<file path="config.mk">
export PLATFORM = sky130hd
export DESIGN_NAME = ffr_fan_fault_ramp
export DESIGN_NICKNAME = d
export VERILOG_FILES = /design/src/core/ffr_pkg.sv /design/src/core/ffr_fan_fault_ramp.sv
export SDC_FILE = /design/constraint.sdc
export NUM_CORES = 1
export LEC_CHECK = 0
export BUFFER_PORTS_ARGS = -buffer_cell sky130_fd_sc_hd__buf_4
export CORE_MARGIN = 1.5
export CORE_UTILIZATION = 43
export CTS_BUF_LIST = sky130_fd_sc_hd__clkbuf_8
export DETAILED_ROUTE_END_ITERATION = 8
export SYNTH_ARGS = -nofsm -noshare
export SYNTH_HDL_FRONTEND = slang
export SYNTH_SLANG_ARGS = --single-unit
</file>
<file path="constraint.sdc">
create_clock -name clk -period 13.9 [get_ports clk]
set_clock_uncertainty 0.15 [all_clocks]
set_input_delay 1.39 -clock clk [delete_from_list [all_inputs] [get_ports clk]]
set_output_delay 1.39 -clock clk [all_outputs]
set_load 0.01 [all_outputs]
</file>
<file path="src/core/ffr_pkg.sv">
package ffr_pkg;
	// register offsets
	localparam logic [7:0] FFR_CFG_ADDR = 8'h02;
	localparam logic [7:0] FFR_DUTY_ADDR = 8'h03;
	// config field positions
	localparam int FFR_CLR_BIT = 7;
	localparam int FFR_ZERO_BIT = 6;
	localparam int FFR_RAMP_HI = 5;
	localparam int FFR_RAMP_LO = 4;
	localparam int FFR_FULL_BIT = 3;
	localparam int FFR_PULSE_STRETCH_EN_BIT = 2;
	localparam int FFR_T2E_BIT = 1;
	localparam int FFR_T1E_BIT = 0;
	// reset values
	localparam logic [7:0] FFR_CFG_RST = 8'h03;
	localparam logic [7:0] FFR_DUTY_RST = 8'hff;
	localparam logic [7:0] FFR_DUTY_FULL = 8'hff;
	localparam logic [7:0] FFR_DUTY_ZERO = 8'h00;
	// timing: clock rate and base ramp step at 3.125 %/s of 255 codes
	localparam int FFR_CLK_HZ = 50000000;
	localparam int FFR_SLOW_MILLIPCT_PER_S = 3125;
	// one code is 100/255 %; step period = clk * (100/255) / (3.125)
	localparam int FFR_SLOW_STEP_CYC = int'((64'(FFR_CLK_HZ) * 100000) /
		(64'(255) * FFR_SLOW_MILLIPCT_PER_S));
	localparam logic [0:0] FFR_PWM_33HZ = 1'b1;

	typedef enum logic [1:0] {
		FFR_RAMP_SLOW = 2'b00,
		FFR_RAMP_SLOWMED = 2'b01,
		FFR_RAMP_MEDFAST = 2'b10,
		FFR_RAMP_FAST = 2'b11
	} ffr_ramp_e;

	typedef struct packed {
		logic wr;
		logic rd;
		logic [7:0] addr;
		logic [7:0] wdata;
	} ffr_reg_req_s;

	typedef struct packed {
		logic speed_one_fail;
		logic speed_two_fail;
	} ffr_fail_s;
endpackage

</file>
<file path="src/core/ffr_fan_fault_ramp.sv">
`timescale 1ns/1ps
// Overview of operation
// - writing clear_fan_fault zeroes the fan-fail status bits, except one with a new failure in that cycle; bit self-clears.
// - after a clear, a later detected failure sets status again.
// - in interrupt behaviour, clear_fan_fault also releases the fault output pin unless a new failure is seen in that cycle.
// - fault_pin_behaviour 0 is interrupt, 1 is comparator-style indication.
// - zero_duty_fault_check 0 suppresses detection at zero duty or ramping to zero.
// - zero_duty_fault_check 1 drops the zero-duty gating; only fault_check_at_full_only can then gate detection.
// - ramp field limits duty change: 3.125, 6.25, 12.5 %/s, or immediate.
// - fault_check_at_full_only 1 evaluates failure only at 100 percent duty.
// - pulse_stretch_en works only with 33Hz PWM selected; 0 off, 1 on.
// - clearing speed_input_two_monitor_en stops monitoring, clears its status and fault out, except an interrupt pin set by a new failure in that cycle.
// - clearing speed_input_one_monitor_en stops monitoring, clears its status and fault out, except an interrupt pin set by a new failure in that cycle.
// - after a fan failure the PWM duty follows the fault_duty_level register.
module ffr_fan_fault_ramp #(
	parameter int STEP_CYC = ffr_pkg::FFR_SLOW_STEP_CYC
) (
	input wire logic clk,
	input wire logic sys_rst,
	input wire ffr_pkg::ffr_reg_req_s reg_req,
	output logic [7:0] reg_rdata,
	input wire logic [7:0] target_duty,
	input wire ffr_pkg::ffr_fail_s fail_raw,
	input wire logic fault_pin_behaviour,
	input wire logic pwm_33hz_sel,
	output logic [7:0] duty_out,
	output logic pulse_stretch_active,
	output ffr_pkg::ffr_fail_s fail_status,
	output logic fault_out_fullspeed_in_pin_o,
	output logic fault_out_fullspeed_in_pin_oe
);
	import ffr_pkg::*;

	logic [7:0] cfg_q;
	logic [7:0] fault_duty_level_q;
	logic clear_fan_fault;
	logic zero_duty_fault_check;
	logic fault_check_at_full_only;
	logic pulse_stretch_en;
	logic speed_input_one_monitor_en;
	logic speed_input_two_monitor_en;
	ffr_ramp_e ramp_sel;
	logic [7:0] duty_q;
	logic [31:0] tick_cnt_q;
	logic step_tick;
	logic [31:0] step_period;
	logic [7:0] goal;
	logic detect_ok;
	logic ramp_to_zero;
	logic cfg_wr;
	ffr_fail_s fail_q;
	logic fault_pin_q;
	logic any_fail;

	// address decode and next-state terms
	logic cfg_hit;
	logic duty_hit;
	logic [7:0] cfg_d;
	logic [7:0] fault_duty_level_d;
	logic [7:0] duty_d;
	logic [31:0] tick_cnt_d;

	// event and release terms of the status logic
	logic one_event;
	logic two_event;
	logic one_drop;
	logic two_drop;
	ffr_fail_s fail_d;

	// address match; shared by the write strobes and the read mux
	function automatic logic ffr_addr_hit(
		input logic [7:0] addr,
		input logic [7:0] reg_addr
	);
		return addr == reg_addr;
	endfunction

	assign cfg_hit = ffr_addr_hit(reg_req.addr, FFR_CFG_ADDR);
	assign duty_hit = ffr_addr_hit(reg_req.addr, FFR_DUTY_ADDR);
	assign cfg_wr = reg_req.wr && cfg_hit;
	assign clear_fan_fault = cfg_wr && reg_req.wdata[FFR_CLR_BIT];
	assign zero_duty_fault_check = cfg_q[FFR_ZERO_BIT];
	assign fault_check_at_full_only = cfg_q[FFR_FULL_BIT];
	assign pulse_stretch_en = cfg_q[FFR_PULSE_STRETCH_EN_BIT];
	assign speed_input_two_monitor_en = cfg_q[FFR_T2E_BIT];
	assign speed_input_one_monitor_en = cfg_q[FFR_T1E_BIT];
	assign ramp_sel = ffr_ramp_e'(cfg_q[FFR_RAMP_HI:FFR_RAMP_LO]);

	// config register; clear bit never stored so it always reads back 0
	always_comb begin
		cfg_d = cfg_q;
		if (cfg_wr) begin
			cfg_d = {1'b0, reg_req.wdata[6:0]};
		end
	end

	always_ff @(posedge clk) begin
		if (sys_rst) begin
			cfg_q <= FFR_CFG_RST;
		end else begin
			cfg_q <= cfg_d;
		end
	end

	// fault duty level is written whole; no field is reserved
	always_comb begin
		fault_duty_level_d = fault_duty_level_q;
		if (reg_req.wr && duty_hit) begin
			fault_duty_level_d = reg_req.wdata;
		end
	end

	always_ff @(posedge clk) begin
		if (sys_rst) begin
			fault_duty_level_q <= FFR_DUTY_RST;
		end else begin
			fault_duty_level_q <= fault_duty_level_d;
		end
	end

	// reads have no side effect; the clear bit is a write-only strobe
	always_comb begin
		reg_rdata = 8'h00;
		if (cfg_hit) begin
			reg_rdata = cfg_q;
		end else if (duty_hit) begin
			reg_rdata = fault_duty_level_q;
		end
	end

	assign any_fail = fail_q.speed_one_fail || fail_q.speed_two_fail;
	// linear code-to-duty mapping: the level code is the duty code directly
	assign goal = any_fail ? fault_duty_level_q : target_duty;

	// ramp step period scales with the selected rate
	function automatic logic [31:0] ffr_step_period(input ffr_ramp_e sel);
		logic [31:0] per;
		per = 32'd1;
		unique case (sel)
			FFR_RAMP_SLOW: per = 32'(STEP_CYC);
			FFR_RAMP_SLOWMED: per = 32'(STEP_CYC / 2);
			FFR_RAMP_MEDFAST: per = 32'(STEP_CYC / 4);
			FFR_RAMP_FAST: per = 32'd1;
		endcase
		return per;
	endfunction

	assign step_period = ffr_step_period(ramp_sel);

	assign step_tick = (tick_cnt_q + 32'd1 >= step_period);

	// step timer restarts on every step so the rates stay exact
	always_comb begin
		tick_cnt_d = tick_cnt_q + 32'd1;
		if (step_tick) begin
			tick_cnt_d = 32'd0;
		end
	end

	always_ff @(posedge clk) begin
		if (sys_rst) begin
			tick_cnt_q <= 32'd0;
		end else begin
			tick_cnt_q <= tick_cnt_d;
		end
	end

	// one code per step; fast mode jumps straight to the goal
	always_comb begin
		duty_d = duty_q;
		if (ramp_sel == FFR_RAMP_FAST) begin
			duty_d = goal;
		end else if (step_tick && duty_q < goal) begin
			duty_d = duty_q + 8'd1;
		end else if (step_tick && duty_q > goal) begin
			duty_d = duty_q - 8'd1;
		end
	end

	// the slow rates trade response time for a quiet fan
	always_ff @(posedge clk) begin
		if (sys_rst) begin
			duty_q <= FFR_DUTY_ZERO;
		end else begin
			duty_q <= duty_d;
		end
	end

	assign duty_out = duty_q;
	// stretch is ignored at other PWM rates to keep the fast drive clean
	assign pulse_stretch_active = pulse_stretch_en && pwm_33hz_sel == FFR_PWM_33HZ;

	assign ramp_to_zero = (goal == FFR_DUTY_ZERO);
	always_comb begin
		detect_ok = 1'b1;
		if (!zero_duty_fault_check && (duty_q == FFR_DUTY_ZERO || ramp_to_zero)) begin
			detect_ok = 1'b0;
		end
		if (fault_check_at_full_only && duty_q != FFR_DUTY_FULL) begin
			detect_ok = 1'b0;
		end
	end
	// with zero_duty_fault_check set, only the full-only check can gate

	// per-input failure event: raw flag seen while monitored and not gated
	function automatic logic ffr_fail_event(
		input logic raw,
		input logic mon_en,
		input logic gate_ok
	);
		logic hit;
		hit = 1'b0;
		if (mon_en && gate_ok) begin
			hit = raw;
		end
		return hit;
	endfunction

	// next value of one sticky status bit; a new failure wins over the clear
	function automatic logic ffr_fail_next(
		input logic cur,
		input logic mon_en,
		input logic event_hit,
		input logic clr
	);
		logic nxt;
		nxt = cur;
		if (!mon_en) begin
			nxt = 1'b0;
		end else if (event_hit) begin
			nxt = 1'b1;
		end else if (clr) begin
			nxt = 1'b0;
		end
		return nxt;
	endfunction

	// a config write that drops a monitor enable which was set
	function automatic logic ffr_en_drop(
		input logic cur_en,
		input logic wr_hit,
		input logic new_en
	);
		return cur_en && wr_hit && !new_en;
	endfunction

	assign one_event = ffr_fail_event(fail_raw.speed_one_fail, speed_input_one_monitor_en,
		detect_ok);
	assign two_event = ffr_fail_event(fail_raw.speed_two_fail, speed_input_two_monitor_en,
		detect_ok);
	assign one_drop = ffr_en_drop(speed_input_one_monitor_en, cfg_wr, reg_req.wdata[FFR_T1E_BIT]);
	assign two_drop = ffr_en_drop(speed_input_two_monitor_en, cfg_wr, reg_req.wdata[FFR_T2E_BIT]);

	always_comb begin
		fail_d = fail_q;
		fail_d.speed_one_fail = ffr_fail_next(fail_q.speed_one_fail, speed_input_one_monitor_en,
			one_event, clear_fan_fault);
		fail_d.speed_two_fail = ffr_fail_next(fail_q.speed_two_fail, speed_input_two_monitor_en,
			two_event, clear_fan_fault);
	end

	always_ff @(posedge clk) begin
		if (sys_rst) begin
			fail_q <= '0;
		end else begin
			fail_q <= fail_d;
		end
	end

	assign fail_status = fail_q;

	// comparator follows the next status so pin and status move on one edge;
	// interrupt latches a new event until a clear or a monitor enable drop
	always_ff @(posedge clk) begin
		if (sys_rst) begin
			fault_pin_q <= 1'b0;
		end else if (fault_pin_behaviour) begin
			fault_pin_q <= fail_d.speed_one_fail || fail_d.speed_two_fail;
		end else if (one_event || two_event) begin
			fault_pin_q <= 1'b1;
		end else if (clear_fan_fault) begin
			fault_pin_q <= 1'b0;
		end else if (one_drop || two_drop) begin
			fault_pin_q <= 1'b0;
		end
	end

	// open drain: drive low only while asserting
	assign fault_out_fullspeed_in_pin_o = 1'b0;
	assign fault_out_fullspeed_in_pin_oe = fault_pin_q;
endmodule

</file>
# After elaboration in Yosys (flattened, before gate mapping)
# Index checks and enable logic that the tools add are counted.
[totals]
register_bits = 58
in_bits = 32
output_inout_bits = 21
word_cells = 68
[classes]
add_sub_neg = 3
n_lt_le_gt_ge = 3
eq_ne = 6
n_mux = 21
n_reduce_logical = 28
[ops]
columns = ["operator", "count"]
rows = [
  ["$pmux 32 s4", 1],
  ["$mux 8", 6],
  ["$add 32x1->32 const B", 1],
  ["$ge 32x32->1", 1],
  ["$eq 8x2->1 const B", 2],
  ["$logic_not 8->1", 2],
  ["$logic_and 1x1->1", 14],
  ["$mux 1", 14],
  ["$add 8x1->8 const B", 1],
  ["$gt 8x8->1", 1],
  ["$lt 8x8->1", 1],
  ["$ne 8x8->1 const B", 1],
  ["$sub 8x1->8 const B", 1],
  ["$logic_or 1x1->1", 5],
  ["$eq 2x2->1 const B", 2],
  ["$reduce_bool 4->1", 1],
  ["$logic_not 1->1", 3],
  ["$reduce_bool 3->1", 1],
  ["$eq 2x1->1 const B", 1],
  ["$logic_not 2->1", 1],
  ["$reduce_or 2->1", 1],
]

# Longest topological paths before layout
# Gate-level depths: netlist of the first run.
[depth]
ltp_word = 13
ltp_mapped = 22
ltp_nobuf = 22

# Worst setup path before layout of the first run
# OpenSTA, ideal clock, no wires.
[synth_path]
path_kind = "register -> register"
start = "reg tick_cnt_q[3]"
end = "reg duty_q[7] (netlist: duty_out[7])"
setup_time_ns = 0.074
arrival_ns = 5.295
required_ns = 13.676
path_slack_ns = 8.381
stages_incl_launch_ff = 23
path_buffers = 1
period_less_slack_ns = 5.519
path_cell_list = "dfxtp_1 -> nand4_2 -> or2_1 -> buf_2 -> nor4_1 -> nand2_1 -> or2_2 -> xnor2_1 -> ha_1 -> a21oi_1 -> nand3_1 -> o31ai_1 -> a21oi_1 -> or4b_4 -> o21bai_1 -> ha_1 -> a21o_1 -> a21oi_1 -> o21ai_0 -> o41ai_1 -> xor2_1 -> or3_1 -> a31oi_1"
[synth_between]
elab_chain_len = 5
elab_cells_between_ends = 7
cone_classes = "1 x add/sub; 1 x order compare; 2 x mux; 3 x reduce/logical"
[synth_rtl]
columns = ["item", "line_no", "text"]
rows = [
  ["start: declaration", "ffr_fan_fault_ramp.sv:44", "logic [31:0] tick_cnt_q;"],
  ["start signal: assignment", "ffr_fan_fault_ramp.sv:164", "tick_cnt_q <= tick_cnt_d;"],
  ["$add 32x1->32 (*)", "ffr_fan_fault_ramp.sv:150", "assign step_tick = (tick_cnt_q + 32'd1 >= step_period);"],
  ["$ge 32x32->1 (*)", "ffr_fan_fault_ramp.sv:150", ""],
  ["$logic_and 1x1->1", "ffr_fan_fault_ramp.sv:173", "end else if (step_tick && duty_q < goal) begin"],
  ["$mux 8", "ffr_fan_fault_ramp.sv:173", ""],
  ["$mux 8", "ffr_fan_fault_ramp.sv:171", "if (ramp_sel == FFR_RAMP_FAST) begin"],
  ["end signal: assignment", "ffr_fan_fault_ramp.sv:185", "duty_q <= duty_d;"],
  ["end: declaration", "ffr_fan_fault_ramp.sv:43", "logic [7:0] duty_q;"],
]
# Every way passes the cells marked *; elsewhere a longest branch is shown, timed or not.
# A chain may end at the register's enable or synchronous reset.

# Worst setup path after layout of the first run
[layout_path]
start = "reg tick_cnt_q[0]"
end = "reg duty_q[7] (netlist: duty_out[7])"
# Same word-level chain as after synthesis.

==> flow_summary.toml, run 1 <==
[run_status]
outcome = "complete, no violations"

[cts]
cts_tree = "done"
post-cts-setup-buffers = 0
htreeDepth = 3
cts.clk_slew.worst_paths_ns = 0.07
cts_made_buffers = 9
clock_sinks = 58
hold_buffers = 0
cts_resized = 0
clockBufferDepth = 2
cts_root_buf = "clkbuf_8"
insertion_delay_ns = 0.35

[global_route]
grt_antenna_before_repair = 0
grt_pass1_wl_mm = 14.8
grt_util_met3_pct = 3.83
grt_busiest_layer = "met2"
grt_pass1_vias = 3122
grt_use_total_pct = 19.4
grt_max_degree = 24
use_met2_pct = 29.0
use_met1_pct = 27.5
gr-total-overflow = 0

[detailed_routing]
dr.pass1.iters = 4
drt-total-wl_mm = 8.85
routed_via_density = 5.39
ant_nets = 0
vias = 3244
wl_per_cell_um = 14.7
drc_errors = 0
drt_iter0_markers = 81

[hold_path]
hold_path_class = "reg2reg"

[yosys]
seq_area_frac_synth_pct = 30.8
synth_top_area_share_pct = 30.8
netlist_area_um2 = 3770
syn_inst = 431
yosysMostFrequentCell = "dfxtp_1"
synth_edf_count = 0
synth.ff_latch_count = 58
synth_cell_types = 57
yosysWarnings = 0
synth_top_area_cell = "dfxtp_1"
ys_top_cells_by_count = "dfxtp_1 (58), nand2_1 (51), ha_1 (43), mux2i_1 (28), nor2_1 (28)"
syn_area_per_cell_um2 = 8.75
synth_area_leaders = "dfxtp_1 (31%), ha_1 (14%), mux2i_1 (7.4%)"
ys.flop_type = "dfxtp_1"
postSynth.asyncResetShare_pct = 0

[timing]
setup_ws_ns = 7.47
maxSlewHeadroom_pct = 41.0
min_period_over_period_pct = 46.3
setup_violations = 0
hold_viol_final = 0
fmax_mhz = 156
fin_tns_setup_ns = 0
whs_ns = 0.316
slew_violations = 0
tightestPinTransition_ns = 0.882
rsz0062_at_grt = "no"
min_period_ns = 6.43

[finish]
area_delta_synth_final_pct = 18.7
regArea_um2 = 1160
final_layout_size_suffix_gt1_share_pct = 14.7
fill_cells = 802
fin_nets = 569
multiInputGateArea_um2 = 2550
n_antenna_cell = 0

[pwr]
leakagePower_nw = 2.07
powerDensity_nw_per_um2 = 84.8
ir_worst_vdd_v = 0.0000499

[floorplan]
num_rows = 33
dieWidth_um = 96.7
design.die.area_um2 = 9340
die_y_um = 96.7
start_util_pct = 45.2
fp.coreArea_um2 = 8340
pin_count = 53

[worst_setup_path]
cp.required_ns = 14.03
critical_path_class = "reg2reg"
end_kind = "register"
cp_slowest_cell = "or4b_4"
path_common_cell = "ha_1"
critPathLaunchType = "register"
cpPeakStageDelay_ns = 0.59
crit_chain = "ha_1 -> nand2_1 -> or3_1 -> nor2_1 -> and3_1 -> nand3_1 -> xnor2_1 -> ha_1 -> a41oi_1 -> nand3_1 -> o31ai_1 -> a21oi_1 -> or4b_4 -> o21bai_1 -> ha_1 -> a21o_1 -> a21oi_1 -> o21ai_0 -> o41ai_1 -> xor2_1 -> or3_1 -> a31oi_1"
cp.arrival_ns = 6.56
critPathMaxFanout = 8

[place]
hpwl_mm = 6.76
io_buffers = 50
gp_congestion = 0.822
place_ws_ns = 7.51

[job]
maxCapViolations = 0
## final timing paths
path	from	slack, ns	cells past startpoint	to
worst min-delay path	cfg_q[2]$_SDFFE_PP0P_	0.32	2	cfg_q[2]$_SDFFE_PP0P_
worst min register to register	cfg_q[2]$_SDFFE_PP0P_	0.32	2	cfg_q[2]$_SDFFE_PP0P_
worst max register to register	tick_cnt_q[0]$_SDFF_PP0_	7.47	22	duty_out[7]$_SDFFE_PP0P_
worst max-delay path	tick_cnt_q[0]$_SDFF_PP0_	7.47	22	duty_out[7]$_SDFFE_PP0P_
## metrics by stage
| stage | std cells | power [mW] | area (µm²) | util [%] |
|---|---|---|---|---|
| 6_report | 602 | 0.380 | 4480 | 53.7 |
| 5_1_grt | 602 | 0.395 | 4480 | 53.7 |
| 4_1_cts | 602 | 0.383 | 4480 | 53.7 |
| 3_5_place_dp | 587 | 0.220 | 4270 | 51.2 |
| 3_3_place_gp | 587 | 0.220 | 4270 | 51.2 |
| 2_1_floorplan | 440 | 0.202 | 3800 | - |
## registers in the layout, summed over array words and instances, names as in the netlist
name                           cells
cfg_q                              7
duty_out                           8
fail_status                        2
fault_duty_level_q                 8
fault_out_fullspeed_in_pin_oe      1
tick_cnt_q                        32
## area by class of cell
cell class	instances	share of cell area [%]
Clock inverter	3	0.866
Multi-Input combinational cell	359	56.9
Timing Repair Buffer	50	8.38
Tap cell	105	2.93
Clock buffer	12	3.69
Inverter	15	1.26
Sequential cell	58	25.9
## cells in the final DEF (no fill, tap or decap), drive strengths merged, types with 11 or more instances in the layout
cell    instances
a21oi          24
buf            50
clkbuf         12
dfxtp          58
ha             43
inv            15
mux2i          28
nand2          51
nand3          17
nand4          12
nor2           28
nor2b          22
o21ai          11
xnor2          20
## layer usage
layer | up-vias | share of wire (%) | wire length, µm
li1 | 1667 | - | -
met1 | 1499 | 52 | 4560
met2 | 65 | 43 | 3850
met3 | 13 | 3.6 | 322
met4 | 0 | 1.3 | 114
met5 | - | 0 | 0
## kinds of logic after synthesis
| group | after synthesis | share of synthesized area [%] |
|---|---|---|
| compound gates | 74 | 13.2 |
| xor+xnor | 30 | 6.97 |
| fa+ha+maj | 44 | 14.8 |
| buf+inv | 23 | 2.49 |
| flops | 58 | 30.8 |
| mux | 29 | 7.73 |
| other cells | 1 | 0.0994 |
| simple gates | 172 | 23.9 |
## worst max-delay path: cells and delay by family (launching register included)
family,cells,cell delay (ns)
AND/OR/NAND/NOR,8,2.32
AO/OA/AOI/OAI,9,2.26
adder cells (fa/ha/maj),3,0.87
flip-flops,1,0.38
XOR/XNOR,2,0.36
## where the power goes
part	switching (mW)	total, mW	internal [mW]	leakage, nW
logic	0.0208	0.0417	0.0209	1.48
registers	0.00492	0.175	0.170	0.472
clock network	0.0678	0.163	0.0955	0.110
Note: power is estimated with default switching activity, not from simulation.
==> inputs of run 2 (changes only) <==
==> constraint.sdc (replaced) <==
create_clock -name clk -period 6.1 [get_ports clk]
set_clock_uncertainty 0.15 [all_clocks]
set_input_delay 0.61 -clock clk [delete_from_list [all_inputs] [get_ports clk]]
set_output_delay 0.61 -clock clk [all_outputs]
set_load 0.01 [all_outputs]
==> flow_summary.toml, run 2 (synthesized netlist as in run 1, its figures left out) <==
[cts]
htreeDepth = 3
cts_root_buf = "clkbuf_8"
cts_made_buffers = 9
clockBufferDepth = 2
cts_tree = "done"
clock_sinks = 58
hold_buffers = 0
insertion_delay_ns = 0.34
cts.clk_slew.worst_paths_ns = 0.07

[worst_setup_path]
critPathLaunchType = "register"
cp.arrival_ns = 5.81
end_kind = "register"
critical_path_class = "reg2reg"
cp.required_ns = 6.21
critPathMaxFanout = 7

[place]
gp_congestion = 0.822
place_area_um2 = 4300
place_ws_ns = 0.390
hpwl_mm = 6.84
place_inst = 591
io_buffers = 50

[timing]
whs_ns = 0.317
setup_ws_ns = 0.407
tightestPinTransition_ns = 0.816
fmax_mhz = 176
min_period_over_period_pct = 93.3
maxSlewHeadroom_pct = 45.6
min_period_ns = 5.69
fin_tns_setup_ns = 0
hold_viol_final = 0
setup_violations = 0
slew_violations = 0

[detailed_routing]
drc_errors = 0
met1_length_mm = 4.45
routed_via_density = 5.33
wl_met2_mm = 4.06
drt_iter0_markers = 130
wl_per_cell_um = 14.8
ant_nets = 0
wl_met3_um = 335
top_layer = "met4"
drt-total-wl_mm = 8.99
dr.pass1.iters = 5
vias = 3234

[global_route]
grt_pass1_vias = 3080
grt_use_total_pct = 19.6
grt_antenna_before_repair = 0
gr-total-overflow = 0
grt_pass1_wl_mm = 14.9
grt_max_degree = 24

[finish]
layoutNonFillerInstCount = 607
final_layout_size_suffix_gt1_share_pct = 15.7
finish.instance_area_um2 = 4500
final_cell_mix = "dfxtp_1 (58), buf_4 (54), nand2_1 (51), ha_1 (43)"
n_antenna_cell = 0
regMostFlops = "tick_cnt_q"
largest_register_ffs = 32
fin_nets = 573
mostFrequentLayoutCell = "dfxtp_1"
area_delta_synth_final_pct = 19.2

[run_status]
outcome = "complete, no violations"

[pwr]
ir_worst_vdd_v = 0.0000966
powerDensity_nw_per_um2 = 186
leakagePower_nw = 2.09

[floorplan]
dieWidth_um = 96.7
num_rows = 33
fp.coreArea_um2 = 8340
die_y_um = 96.7
pin_count = 53
start_util_pct = 45.2
design.die.area_um2 = 9340

[job]
maxCapViolations = 0

[hold_path]
hold_path_class = "reg2reg"
## run 2: cell count changes in the layout (fill, tap and decap cells not counted)
cell / change
clkbuf_8: -3
buf_4: +4
clkinvlp_4: +1
o41ai_2: +1
clkinv_2: +3
o41ai_1: -1
## run 2: stage by stage
step | util [%] | power, mW
2_1_floorplan | - | 0.461
3_3_place_gp | 51.6 | 0.502
3_5_place_dp | 51.6 | 0.503
4_1_cts | 53.8 | 0.845
5_1_grt | 53.9 | 0.874
6_report | 53.9 | 0.836
## run 2: final cells by class
class,instances,area [µm²]
fill,829,3840
multi-input combinational,359,2560
sequential,58,1160
timing repair buffer,54,405
tap,105,131
clock buffer,9,124
clock inverter,7,61.3
inverter,15,56.3
## run 2: report_power, final
part / internal [mW] / switching [mW]
clock network: 0.184 / 0.157
logic: 0.0491 / 0.0481
registers: 0.387 / 0.0107
## run 2: layer usage
metal  vias to the layer above  global-route usage (%)
met1                      1489                    28.3
met5                         -                       0
li1                       1668                       -
met2                        66                    29.3
met3                        11                    2.60
met4                         0                    8.14
## run 2: critical path, stage by stage, from the launching register on
cell	delay [ns]
dfxtp_1	0.38
ha_1	0.22
nand2_1	0.15
or3_1	0.44
nor2_1	0.17
and3_1	0.22
nand3_1	0.10
xnor2_1	0.15
ha_1	0.33
a41oi_1	0.22
nand3_1	0.13
o31ai_1	0.25
a21oi_1	0.08
or4b_4	0.58
o21bai_1	0.23
buf_4	0.21
ha_1	0.27
a21oi_1	0.21
o21ai_0	0.19
o41ai_2	0.34
xor2_1	0.12
or3_1	0.32
a31oi_1	0.15
## run 2: final timing paths
check | startpoint | endpoint | slack [ns] | cells past startpoint
max | tick_cnt_q[0]$_SDFF_PP0_ | duty_out[7]$_SDFFE_PP0P_ | 0.41 | 22
min | cfg_q[2]$_SDFFE_PP0P_ | cfg_q[2]$_SDFFE_PP0P_ | 0.32 | 2
max reg2reg | tick_cnt_q[0]$_SDFF_PP0_ | duty_out[7]$_SDFFE_PP0P_ | 0.41 | 22
min reg2reg | cfg_q[2]$_SDFFE_PP0P_ | cfg_q[2]$_SDFFE_PP0P_ | 0.32 | 2
## run 2: what timing repair did
item / CTS / global route
gates resized for setup: 0 / 1
endpoints found under the hold margin: 0 / 0
setup endpoints to repair: 0 / 1
setup buffers: 0 / 0
==> inputs of run 3 (changes only) <==
--- a/config.mk
+++ b/config.mk
@@ -5,11 +5,13 @@
 export SDC_FILE = /design/constraint.sdc
 export NUM_CORES = 1
 export LEC_CHECK = 0
+export ABC_AREA = 1
 export BUFFER_PORTS_ARGS = -buffer_cell sky130_fd_sc_hd__buf_4
 export CORE_MARGIN = 1.5
 export CORE_UTILIZATION = 43
 export CTS_BUF_LIST = sky130_fd_sc_hd__clkbuf_8
 export DETAILED_ROUTE_END_ITERATION = 8
+export PLACE_DENSITY = 0.61
 export SYNTH_ARGS = -nofsm -noshare
 export SYNTH_HDL_FRONTEND = slang
 export SYNTH_SLANG_ARGS = --single-unit
==> flow_summary.toml, run 3 <==
[timing]
setup_violations = 0
maxSlewHeadroom_pct = 46.0
fin_tns_setup_ns = 0
hold_viol_final = 0
slew_violations = 0
min_period_ns = 4.58
min_period_over_period_pct = 75.2
rsz0062_at_grt = "no"
setup_ws_ns = 1.52
fmax_mhz = 218
tightestPinTransition_ns = 0.806

[worst_setup_path]
r2r_start = "tick_cnt_q[3]$_SDFF_PP0_"
critPathMaxFanout = 9
end_kind = "register"
r2r_slack_ns = 1.52
cp.arrival_ns = 4.66
critPathLaunchType = "register"
path_common_cell = "nand2_1"
reg2reg_depth = 26
cp_slowest_cell = "dfxtp_1"
critical_path_class = "reg2reg"
cpPeakStageDelay_ns = 0.46
r2r-end = "duty_out[6]$_SDFFE_PP0P_"
cp.required_ns = 6.18

[yosys]
synth.ff_latch_count = 58
yosysWarnings = 0
synth_compound_gate_area_share_pct = 10.6
ys.flop_type = "dfxtp_1"
seq_area_frac_synth_pct = 27.7
synth_area_leaders = "dfxtp_1 (28%), ha_1 (13%), nand2_1 (13%)"
ys_top_cells_by_count = "nand2_1 (143), nor2_1 (89), inv_1 (83), dfxtp_1 (58), ha_1 (43)"
syn_area_per_cell_um2 = 6.74
synth-simple-area-share_pct = 34.3
postSynth.asyncResetShare_pct = 0
yosysMostFrequentCell = "nand2_1"
synth-xor-area-share_pct = 4.57
syn_inst = 622
synth_top_area_cell = "dfxtp_1"
synth_mux_area_share_pct = 0.716
netlist_area_um2 = 4190
synth_cell_types = 44
synth_edf_count = 0
synthAdderAreaFrac_pct = 13.3
synth_top_area_share_pct = 27.7
synth_top_family_by_area = "simple AND/OR/NAND/NOR gates"

[global_route]
gr-total-overflow = 0
grt_pass1_vias = 3909
grt_pass1_wl_mm = 17.4
grt_max_degree = 24
grt_use_total_pct = 21.4
grt_antenna_before_repair = 0

[finish]
area_delta_synth_final_pct = 16.9
regMostFlops = "tick_cnt_q"
final_util_pct = 52.5
final_cell_mix = "nand2_1 (143), nor2_1 (89), inv_1 (83), dfxtp_1 (58), buf_4 (50)"
n_antenna_cell = 0
largest_register_ffs = 32
mostFrequentLayoutCell = "nand2_1"
final_layout_size_suffix_gt1_share_pct = 13.1
fin_nets = 759

[cts]
clockBufferDepth = 2
htreeDepth = 3
hold_buffers = 0
cts.clk_slew.worst_paths_ns = 0.07
clock_sinks = 58
post-cts-setup-buffers = 0
cts_resized = 0
cts_tree = "done"
cts_root_buf = "clkbuf_8"
cts_made_buffers = 9
insertion_delay_ns = 0.33

[place]
place_ws_ns = 1.54
hpwl_mm = 8.15
io_buffers = 50
gp_congestion = 0.912

[floorplan]
design.die.area_um2 = 10300
pin_count = 53
num_rows = 35
start_util_pct = 44.9
dieWidth_um = 102
fp.coreArea_um2 = 9330
die_y_um = 102

[run_status]
outcome = "complete, no violations"

[detailed_routing]
drt-total-wl_mm = 10.2
dr.pass1.iters = 4
ant_nets = 0
drt_iter0_markers = 138
vias = 4068
routed_via_density = 4.99
wl_per_cell_um = 12.6
drc_errors = 0

[hold_path]
holdPathStages = 1
hp-start = "tick_cnt_q[0]$_SDFF_PP0_"
hold_path_class = "reg2reg"
holdPathEnd = "tick_cnt_q[0]$_SDFF_PP0_"

[pwr]
ir_worst_vdd_v = 0.000115
leakagePower_nw = 2.36
powerDensity_nw_per_um2 = 175

[job]
maxCapViolations = 0
run 3: cell count changes after synthesis, sizes merged, moves of 15 or more:
| cell | before | now |
|---|---|---|
| nand2 | 51 | 150 |
| nor2 | 28 | 99 |
| inv | 14 | 83 |
| mux2i | 28 | 3 |
| nor2b | 22 | 0 |
| nor3 | 5 | 20 |
run 3: cells by family after synthesis:
logic type                 count (synthesis)
AOI/OAI and AO/OA                         78
xor gates and xnor gates                  21
adders and majority gates                 44
buffers and inverters                     94
DFF                                       58
muxes                                      3
other                                      1
and+or+nand+nor                          323
run 3: worst max path at each step:
stage                                        start                        to  slack, ns  cells after the start
after global placement    tick_cnt_q[3]$_SDFF_PP0_  duty_out[6]$_SDFFE_PP0P_       1.60                     26
after floorplan           tick_cnt_q[0]$_SDFF_PP0_  duty_out[6]$_SDFFE_PP0P_       2.15                     28
final                     tick_cnt_q[3]$_SDFF_PP0_  duty_out[6]$_SDFFE_PP0P_       1.52                     26
after CTS                 tick_cnt_q[3]$_SDFF_PP0_  duty_out[6]$_SDFFE_PP0P_       1.52                     26
after global routing      tick_cnt_q[0]$_SDFF_PP0_  duty_out[6]$_SDFFE_PP0P_       0.88                     28
after detailed placement  tick_cnt_q[3]$_SDFF_PP0_  duty_out[6]$_SDFFE_PP0P_       1.54                     26
run 3: layout make-up:
cell class	count	area [µm²]
clock buffer	12	165
timing repair buffer	50	375
fill	966	4430
multi-input combinational	479	2700
clock inverter	2	12.5
tap	129	161
sequential	58	1160
inverter	85	324
run 3: report_power, final:
part	internal (mW)	switching [mW]
registers	0.389	0.0136
clock network	0.176	0.153
logic	0.0566	0.0701
run 3: per-layer routing:
metal  track usage [%]  vias to the layer above  part of all wire (%)
met1              25.1                     1838                    45
met5                 0                        -                     0
li1                  -                     2123                     -
met3              4.62                       19                   4.4
met4              8.76                        0                   2.6
met2              37.6                       88                    48
run 3: metrics by stage:
step / cell area [µm²] / power (mW) / hold WS (ns) / std cells
global placement: 4720 / 0.535 / 0.302 / 801
finish: 4900 / 0.858 / 0.327 / 815
CTS: 4900 / 0.868 / 0.332 / 815
detailed placement: 4720 / 0.537 / 0.317 / 801
floorplan: 4230 / 0.490 / 0.283 / 631
global route: 4900 / 0.904 / 0.353 / 815
run 3: worst max-delay path: cells and delay by family (launching register included):
kind | cells | cell delay (ns)
AND/OR/NAND/NOR | 13 | 1.77
AO/OA/AOI/OAI | 7 | 0.98
adder cells (fa/ha/maj) | 2 | 0.72
flip-flops | 1 | 0.46
buffers and inverters | 3 | 0.20
XOR/XNOR | 1 | 0.16
